`config.mk`:
```
export PLATFORM = sky130hd
export DESIGN_NAME = min_bus_ctrl
export DESIGN_NICKNAME = d
export VERILOG_FILES = /design/src/logic/min_bus_pkg.sv /design/src/logic/phase_if.sv /design/src/logic/half_state_gen.sv /design/src/logic/min_bus_ctrl.sv
export VERILOG_INCLUDE_DIRS = /design/src /design/src/logic
export SDC_FILE = /design/constraint.sdc
export NUM_CORES = 1
export LEC_CHECK = 0
export ABC_AREA = 1
export ABC_CLOCK_PERIOD_IN_PS = 2300
export BUFFER_PORTS_ARGS = -buffer_cell sky130_fd_sc_hd__buf_2
export CAP_MARGIN = 40
export CORE_UTILIZATION = 55
export CTS_CLUSTER_DIAMETER = 150
export DETAILED_ROUTE_END_ITERATION = 7
export PLACE_DENSITY_LB_ADDON = 0.25
export SKIP_CTS_REPAIR_TIMING = 1
export SKIP_LAST_GASP = 1
export SLEW_MARGIN = 10
export SYNTH_ARGS = -nofsm -noshare
export SYNTH_HDL_FRONTEND = slang
export SYNTH_SLANG_ARGS = --single-unit
```
`constraint.sdc`:
```
create_clock -name clk -period 2.3 [get_ports clk]
set_clock_uncertainty 0.2 [all_clocks]
set_input_delay 0.575 -clock clk [delete_from_list [all_inputs] [get_ports clk]]
set_output_delay 0.575 -clock clk [all_outputs]
set_load 0.01 [all_outputs]
```
`src/logic/min_bus_map.svh`:
```
// Constants for the minimum-mode bus control block
`ifndef MIN_BUS_MAP_SVH
`define MIN_BUS_MAP_SVH
// Cycle type codes as {select, direction, status}
`define CYC_CODE_INT_ACK_STROBE_N 3'h4
`define CYC_CODE_RD_IO 3'h5
`define CYC_CODE_WR_IO 3'h6
`define CYC_CODE_HALT 3'h7
`define CYC_CODE_FETCH 3'h0
`define CYC_CODE_RD_MEM 3'h1
`define CYC_CODE_WR_MEM 3'h2
`define CYC_CODE_PASSIVE 3'h3
// Field positions inside a cycle code
`define CYC_BIT_SEL 2
`define CYC_BIT_DIR 1
`define CYC_BIT_STS 0
// Clock cycles per half bus state
`define HALF_STATE_CLKS 2
// Output register reset: passive code, strobes high, no latch pulse, driven
`define PINS_RESET 8'h7b
`endif

```
`src/logic/min_bus_pkg.sv`:
```
// Types for the minimum-mode bus control block
package min_bus_pkg;
  `include "min_bus_map.svh"
  typedef enum logic [2:0] {
    ST_TI = 3'h0,
    ST_T1 = 3'h1,
    ST_T2 = 3'h2,
    ST_T3 = 3'h3,
    ST_TW = 3'h4,
    ST_T4 = 3'h5,
    ST_HOLD = 3'h6
  } bus_state_t;
  typedef enum logic [2:0] {
    CYC_INT_ACK_STROBE_N = `CYC_CODE_INT_ACK_STROBE_N,
    CYC_RD_IO = `CYC_CODE_RD_IO,
    CYC_WR_IO = `CYC_CODE_WR_IO,
    CYC_HALT = `CYC_CODE_HALT,
    CYC_FETCH = `CYC_CODE_FETCH,
    CYC_RD_MEM = `CYC_CODE_RD_MEM,
    CYC_WR_MEM = `CYC_CODE_WR_MEM,
    CYC_PASSIVE = `CYC_CODE_PASSIVE
  } cyc_t;
  typedef struct packed {
    logic sel;
    logic dir;
    logic sts;
    logic wr_n;
    logic int_ack_strobe_n_n;
    logic ale;
    logic den_n;
    logic oe;
  } pins_t;
endpackage

```
`src/logic/phase_if.sv`:
```
// Carrier for half-state tick and synchronised bus request
`timescale 1ns/1ps
interface phase_if;
  logic half_en;
  logic hold_s;
  modport src (output half_en, output hold_s);
  modport dst (input half_en, input hold_s);
endinterface

```
`src/logic/half_state_gen.sv`:
```
// Half-state tick divider and bus request synchroniser
`timescale 1ns/1ps
`include "min_bus_map.svh"
module half_state_gen #(
  parameter int HALF_DIV = `HALF_STATE_CLKS
) (
  input wire logic clk,
  input wire logic arst_n,
  input wire logic hold_req,
  phase_if.src ph
);
  localparam int CW = (HALF_DIV > 1) ? $clog2(HALF_DIV) : 1;
  localparam logic [CW-1:0] LAST = CW'(HALF_DIV - 1);
  logic [CW-1:0] cnt_r, cnt_nxt;
  logic tick_r, tick_nxt;
  logic sync1_r, sync2_r;

  // Divider next values
  always_comb begin
    cnt_nxt = (cnt_r == LAST) ? '0 : cnt_r + CW'(1);
    tick_nxt = (cnt_r == LAST);
  end

  // Divider and two-stage synchroniser registers
  always_ff @(posedge clk or negedge arst_n) begin
    if (!arst_n) begin
      cnt_r <= '0;
      tick_r <= 1'b0;
      sync1_r <= 1'b0;
      sync2_r <= 1'b0;
    end else begin
      cnt_r <= cnt_nxt;
      tick_r <= tick_nxt;
      sync1_r <= hold_req;
      sync2_r <= sync1_r;
    end
  end

  assign ph.half_en = tick_r;
  assign ph.hold_s = sync2_r;
endmodule

```
`src/logic/min_bus_ctrl.sv`:
```
// Minimum-mode bus control outputs and bus-grant handshake
// Operation
// - Select high for I/O, low for memory; inverse of top status bit.
// - Select valid from preceding T4 and stable to the cycle's final T4.
// - Write strobe low through T2, T3 and Tw of write cycles.
// - Interrupt-acknowledge strobe low through T2, T3 and Tw of acknowledge cycles.
// - Address latch pulse is active high.
// - Direction high transmit, low receive, same timing as select.
// - Transceiver enable low on memory, I/O and acknowledge cycles.
// - Read and acknowledge: enable from mid T2 to mid T4.
// - Write: enable from start of T2 to mid T4.
// - Grant rises at the middle of a clock state.
// - With grant, control outputs float at logic one.
// - Grant drops after request seen low; drive resumes at next cycle.
// - Low status bit with select and direction encodes cycle; 100 is acknowledge.
// - Other codes: 101,110,111,000,001,010,011 as listed.
// - Low status bit floats at logic one during hold.
`timescale 1ns/1ps
`include "min_bus_map.svh"
module min_bus_ctrl
  import min_bus_pkg::*;
#(
  parameter int HALF_DIV = `HALF_STATE_CLKS
) (
  input wire logic clk,
  input wire logic arst_n,
  input wire logic cyc_req,
  input wire cyc_t cyc_type,
  input wire logic wait_req,
  input wire logic hold_req,
  output logic cyc_ack,
  output logic io_mem_sel,
  output logic write_strobe_n,
  output logic int_ack_strobe_n,
  output logic addr_latch_en,
  output logic xcvr_direction,
  output logic xcvr_enable_n,
  output logic cycle_status_low,
  output logic ctl_oe,
  output logic bus_grant_ack
);
  phase_if ph ();

  half_state_gen #(
    .HALF_DIV(HALF_DIV)
  ) u_gen (
    .clk(clk),
    .arst_n(arst_n),
    .hold_req(hold_req),
    .ph(ph)
  );

  bus_state_t state_r, state_nxt;
  logic phase_r, phase_nxt;
  cyc_t type_r, type_nxt;
  logic go_r, go_nxt;
  logic float_r, float_nxt;
  logic ack_nxt;
  logic grant_r, grant_nxt;
  pins_t pins_r, pins_nxt;

  // Write cycles: direction set, status clear
  function automatic logic is_write(input cyc_t t);
    return t[`CYC_BIT_DIR] & ~t[`CYC_BIT_STS];
  endfunction

  // Cycles that move data through the transceiver
  function automatic logic uses_xcvr(input cyc_t t);
    return ~(t[`CYC_BIT_DIR] & t[`CYC_BIT_STS]);
  endfunction

  // Pin levels for a given state, half and cycle type
  function automatic pins_t drive(input bus_state_t s, input logic ph1, input cyc_t t,
                                  input logic flt);
    pins_t p;
    logic strb;
    logic den_w;
    logic den_r;
    p = '0;
    strb = (s == ST_T2) || (s == ST_T3) || (s == ST_TW);
    den_w = strb || ((s == ST_T4) && !ph1);
    den_r = ((s == ST_T2) && ph1) || (s == ST_T3) || (s == ST_TW) || ((s == ST_T4) && !ph1);
    p.ale = (s == ST_T1) && !ph1;
    if (flt) begin
      p.sel = 1'b1;
      p.dir = 1'b1;
      p.sts = 1'b1;
      p.wr_n = 1'b1;
      p.int_ack_strobe_n_n = 1'b1;
      p.den_n = 1'b1;
      p.oe = 1'b0;
    end else begin
      p.sel = t[`CYC_BIT_SEL];
      p.dir = t[`CYC_BIT_DIR];
      p.sts = t[`CYC_BIT_STS];
      p.wr_n = !(strb && is_write(t));
      p.int_ack_strobe_n_n = !(strb && (t == CYC_INT_ACK_STROBE_N));
      if (!uses_xcvr(t)) begin
        p.den_n = 1'b1;
      end else if (is_write(t)) begin
        p.den_n = !den_w;
      end else begin
        p.den_n = !den_r;
      end
      p.oe = 1'b1;
    end
    return p;
  endfunction

  // Bus state sequencing and grant handshake
  always_comb begin
    state_nxt = state_r;
    phase_nxt = phase_r;
    type_nxt = type_r;
    go_nxt = go_r;
    float_nxt = float_r;
    ack_nxt = 1'b0;
    if (ph.half_en) begin
      phase_nxt = ~phase_r;
      if (!phase_r) begin
        if ((state_r == ST_TI) || (state_r == ST_T4)) begin
          if (ph.hold_s) begin
            state_nxt = ST_HOLD;
            float_nxt = 1'b1;
            go_nxt = 1'b0;
          end else if (cyc_req) begin
            type_nxt = cyc_type;
            float_nxt = 1'b0;
            go_nxt = 1'b1;
            ack_nxt = 1'b1;
          end
        end
      end else begin
        unique case (state_r)
          ST_TI, ST_T4: begin
            if (go_r) begin
              state_nxt = ST_T1;
              go_nxt = 1'b0;
            end else begin
              state_nxt = ST_TI;
              if (!float_r) begin
                type_nxt = CYC_PASSIVE;
              end
            end
          end
          ST_T1: state_nxt = ST_T2;
          ST_T2: state_nxt = ST_T3;
          ST_T3, ST_TW: state_nxt = wait_req ? ST_TW : ST_T4;
          ST_HOLD: begin
            if (!ph.hold_s) begin
              state_nxt = ST_TI;
            end
          end
          default: state_nxt = ST_TI;
        endcase
      end
    end
    pins_nxt = drive(state_nxt, phase_nxt, type_nxt, float_nxt);
    grant_nxt = (state_nxt == ST_HOLD);
  end

  // State and output registers
  always_ff @(posedge clk or negedge arst_n) begin
    if (!arst_n) begin
      state_r <= ST_TI;
      phase_r <= 1'b0;
      type_r <= CYC_PASSIVE;
      go_r <= 1'b0;
      float_r <= 1'b0;
      cyc_ack <= 1'b0;
      grant_r <= 1'b0;
      pins_r <= pins_t'(`PINS_RESET);
    end else begin
      state_r <= state_nxt;
      phase_r <= phase_nxt;
      type_r <= type_nxt;
      go_r <= go_nxt;
      float_r <= float_nxt;
      cyc_ack <= ack_nxt;
      grant_r <= grant_nxt;
      pins_r <= pins_nxt;
    end
  end

  // Pin outputs straight from the output register
  assign io_mem_sel = pins_r.sel;
  assign xcvr_direction = pins_r.dir;
  assign cycle_status_low = pins_r.sts;
  assign write_strobe_n = pins_r.wr_n;
  assign int_ack_strobe_n = pins_r.int_ack_strobe_n_n;
  assign addr_latch_en = pins_r.ale;
  assign xcvr_enable_n = pins_r.den_n;
  assign ctl_oe = pins_r.oe;
  assign bus_grant_ack = grant_r;

  logic active;
  assign active = (state_r == ST_T1) || (state_r == ST_T2) || (state_r == ST_T3) ||
                  (state_r == ST_TW);
endmodule

```
* Word level (Yosys, flattened, before mapping) *
Index checks and enable logic that the tools add are counted.

storage, ports and cells
  register bits after elaboration = 23
  input bits = 8
  output and inout bits = 10
  word-level logic and storage cells = 98

operators by class
  add/subtract/negate cells = 1
  equal/unequal tests = 14
  multiplexer cells = 37
  bitwise operators = 4
  reduce and logical (&&, ||, !) cells = 23

operators with widths
  cell                                                                      number
  3-bit 2-to-1 mux                                                          13
  3-bit equality test (second input constant)                               7
  1-bit 2-to-1 mux                                                          21
  3-bit one-hot mux with 5 select lines                                     1
  3-bit by 2-bit equality test with 1-bit output (second input constant)    4
  1-bit logical OR                                                          7
  3-bit by 1-bit equality test with 1-bit output (second input constant)    2
  1-bit logical AND                                                         5
  1-bit logical NOT                                                         5
  5-bit 2-to-1 mux                                                          1
  4-bit AND reduction                                                       1
  2-bit OR reduction                                                        2
  3-bit logical NOT                                                         1
  3-bit nonzero test                                                        1
  1-bit bitwise AND                                                         2
  2-bit 2-to-1 mux                                                          1
  2-bit by 1-bit inequality test with 1-bit output (second input constant)  1
  1-bit inverter                                                            2
  2-bit nonzero test                                                        1
  1-bit adder (second input constant)                                       1

* Logic depth before layout (Yosys ltp) *
  depth in word-level cells = 14
  mapped depth = 13
  depth with buffers taken out = 13

* Hierarchy *
From an unflattened synthesis, not the netlist that was laid out.

second synthesis, totals
  cells, all modules = 133
  area total of the unflattened synthesis = 1,148.6 um2

by module, submodules not included
  module          instances  cells an instance  area an instance (um2)  seq. area each (um2)
  min_bus_ctrl    1          128                1,044.8                 485.5
  half_state_gen  1          5                  103.8                   100.1

* Worst setup path after synthesis *
No wires, ideal clock.

  path kind = flip-flop to flip-flop
  from = register state_r[0]
  to = register pins_r, in the netlist xcvr_enable_n
  data arrival time = 1,319 ps
  data required time = 2,036 ps
  path slack = 718 ps
  stages on the path, launching flop included = 12
  buffers on the path = 0
  cell sequence = dfrtp_1 -> inv_1 -> nand2_1 -> nand2_2 -> nor2_4 -> nand3_1 -> nand2_1 -> nor2_2 -> nor2_1 -> nor2_1 -> nand3_1 -> nand3_1

RTL lines
  element                   line                 text
  start: declaration        min_bus_ctrl.sv:53   bus_state_t state_r, state_nxt;
  start signal: assignment  min_bus_ctrl.sv:174  state_r <= state_nxt;
  end signal: assignment    min_bus_ctrl.sv:172  pins_r <= pins_t'(`PINS_RESET);
  end signal: assignment    min_bus_ctrl.sv:181  pins_r <= pins_nxt;
  end: declaration          min_bus_ctrl.sv:60   pins_t pins_r, pins_nxt;

==> results_dict.tcl <==
set metrics [dict create \
    status "complete, no violations" \
    area_growth_pct 11.7 \
    p_leak_uw 0.000704 \
    insertedDiodeCount 0 \
    dr_wl_met2_microns 998 \
    seqPwrFrac_pct 44.2 \
    synth_warnings 0 \
    cts-root-buf "clkbuf_4" \
    arrival_ps 1900 \
    htree_levels 1 \
    clockBufferDepth 2 \
    drtIter0Drc 12 \
    grt_overflow 0 \
    hold_viol 0 \
    cap_violations 0 \
    grt_pass1_vias 767 \
    layout-drive-gt1-share_pct 25.3 \
    routed.top_layer "met4" \
    wl_met1_microns 1040 \
    grt_use_total_pct 21.0 \
    syn_area_sq_mm 0.00113 \
    grt_max_degree 24 \
    post-route-min-period_ps 1850 \
    p_comb_share_pct 43.7 \
    dp_hpwl_microns 1640 \
    yosysUniqueCellTypes 25 \
    fmax_ghz 0.540 \
    cts.sinks 23 \
    synth_area_leader_cell "dfrtp_1" \
    grt_pass1_wl_microns 3240 \
    yosysTopAreaCellShare_pct 33.1 \
    ys_ff_latch 23 \
    p_sw_uw 613 \
    final_cell_mix "42 x nand2_1, 19 x inv_1, 17 x buf_2" \
    drt-total-wl_microns 2100 \
    hold_class "primary input to async pin" \
    cp.required_ps 2350 \
    final_max_slew_viol_count 0 \
    route.detailed.drc 0 \
    wl_met3_microns 53 \
    layout_commonest_cell "nand2_1" \
    final.period_utilization_pct 80.5 \
    post_drt_via_cell_ratio 4.88 \
    crit_fanout 9 \
    finish.utilization_pct 65.1 \
    ir_drop_uv 681 \
    crit_type "flop to flop" \
    rows 16 \
    synth_area_leaders "dfrtp_1 33%, dfstp_2 19%, nand2_1 14%, inv_1 6.3%, nand3_1 5.7%" \
    cts_tree "done" \
    die_y_microns 47.4 \
    numPlacedInstances 185 \
    num_vias 922 \
    pwr-share-clk_pct 12.1 \
    rsz0062_at_grt "no" \
    drtAntennaViolNets 0 \
    io_buffers 17 \
    synth_cells 143 \
    cp-end-kind "flop" \
    worst_slew_pin_slew_ps 479 \
    p_int_uw 849 \
    pwr_density_cell_mw_per_mm2 1160 \
    synth_compound_area_share_pct 4.75 \
    core_area_sq_mm 0.00194 \
    synth-seq-area-share_pct 51.7 \
    ios 18 \
    synthMuxAreaShare_pct 0 \
    fill_cells 183 \
    worst_setup_path_start_kind "flop" \
    setup_tns_ps 0 \
    finalSetupViolCount 0 \
    final_cells 189 \
    globalplace.congestion 0.926 \
    die_w_microns 47.4 \
    clk_pin_slew_worst_paths_ps 110 \
    start_util_pct 58.3 \
    switching_share_pct 41.9 \
    nets 171 \
    cts_buffers 3 \
    synth_nets 151 \
    design.die.area_sq_mm 0.00224 \
    avgRoutedWirePerCell_microns 11.1 \
    firstDrtPassIters 4 \
    synth_fa_ha_area_share_pct 0 \
    synthXorXnorAreaFrac_pct 0 \
    syn_area_per_cell_sq_um 7.92 \
    clk_latency_ps 300 \
    maxSlewHeadroom_pct 68.1 \
    grt_antenna_before_repair 0 \
    synthSimpleGateAreaFrac_pct 34.8 \
    synth_top_family_by_area "simple AND/OR/NAND/NOR gates" \
]
==> kinds of logic (layout without fill, tap and decap cells) <==
logic type      Yosys count  count (layout)
simple gates             85              85
buf+inv                  25              44
flops                    23              23
compound gates           10              10
==> cells in the mapped netlist <==
library cell / number
nand4_1: 4
clkinv_1: 1
nand2_1: 42
o31ai_1: 1
nand4_2: 1
o21ai_0: 5
dfrtp_1: 15
nor2_4: 1
buf_4: 1
o21ai_1: 1
nand2_2: 4
nor2_1: 13
nor4_1: 1
nor2_2: 2
or2_2: 1
or2_0: 1
dfstp_2: 8
a21oi_1: 2
inv_2: 3
nand3_2: 1
buf_2: 1
nand3_1: 13
a31oi_1: 1
inv_1: 19
nand3b_1: 1
==> final cells by class <==
| class | instances | area (sq um) | share of cell area [%] |
|---|---|---|---|
| flip-flops and latches | 23 | 586 | 46.3 |
| multi-input cells | 95 | 448 | 35.4 |
| inverters | 23 | 86.3 | 6.82 |
| repair buffers | 17 | 85.1 | 6.73 |
| well taps | 27 | 33.8 | 2.67 |
| clock buffers | 4 | 26.3 | 2.08 |
==> power by group through the flow <==
stage               logic (uW)  registers, uW  clock network [uW]
floorplan                  482            650                   0
global placement           626            651                   0
detailed placement         638            654                   0
CTS                        641            645                 180
global route               726            664                 197
finish                     639            647                 177
==> stage by stage <==
step                power (uW)  cell area [sq um]  setup slack (ps)  hold slack [ps]
floorplan                 1130               1130               718             79.4
global placement          1280               1240               491              142
detailed placement        1290               1240               444              140
CTS                       1470               1260               464             28.3
global route              1590               1260               288             47.8
finish                    1460               1260               448             14.9
==> registers in the layout, indices dropped and copies added, names as in the netlist <==
register / count
io_mem_sel: 1
state_r: 3
xcvr_enable_n: 1
xcvr_direction: 1
u_gen.cnt_r: 1
cyc_ack: 1
type_r: 3
cycle_status_low: 1
u_gen.ph.half_en: 1
u_gen.sync1_r: 1
int_ack_strobe_n: 1
u_gen.ph.hold_s: 1
bus_grant_ack: 1
write_strobe_n: 1
phase_r: 1
float_r: 1
ctl_oe: 1
addr_latch_en: 1
go_r: 1
==> final timing paths <==
check	from	end	slack [ps]	cells past startpoint
setup / recovery	state_r[1]	xcvr_enable_n	450	10
hold / removal	arst_n	go_r	10	1
setup reg to reg	state_r[1]	xcvr_enable_n	450	10
hold reg to reg	u_gen.sync1_r	u_gen.ph.hold_s	160	0
max in group asynchronous	arst_n	int_ack_strobe_n	1530	1
min in group clk	u_gen.sync1_r	u_gen.ph.hold_s	160	0
==> per-layer routing <==
layer  vias up  track usage (%)
met5         -                0
met3         2             4.23
met1       420             29.2
li1        487                -
met2        13             32.3
met4         0             8.00
==> critical path, stage by stage (launching register included) <==
cell     delay [ps]
dfrtp_1         550
nand2_1         160
nand2_1         110
nand3_1          80
nand3_1         120
inv_1            70
nor2_2          150
nor2_1           70
nor2_1          120
nand3_1          80
nand3_1          90
No activity file was read; power rests on OpenSTA's default activity.
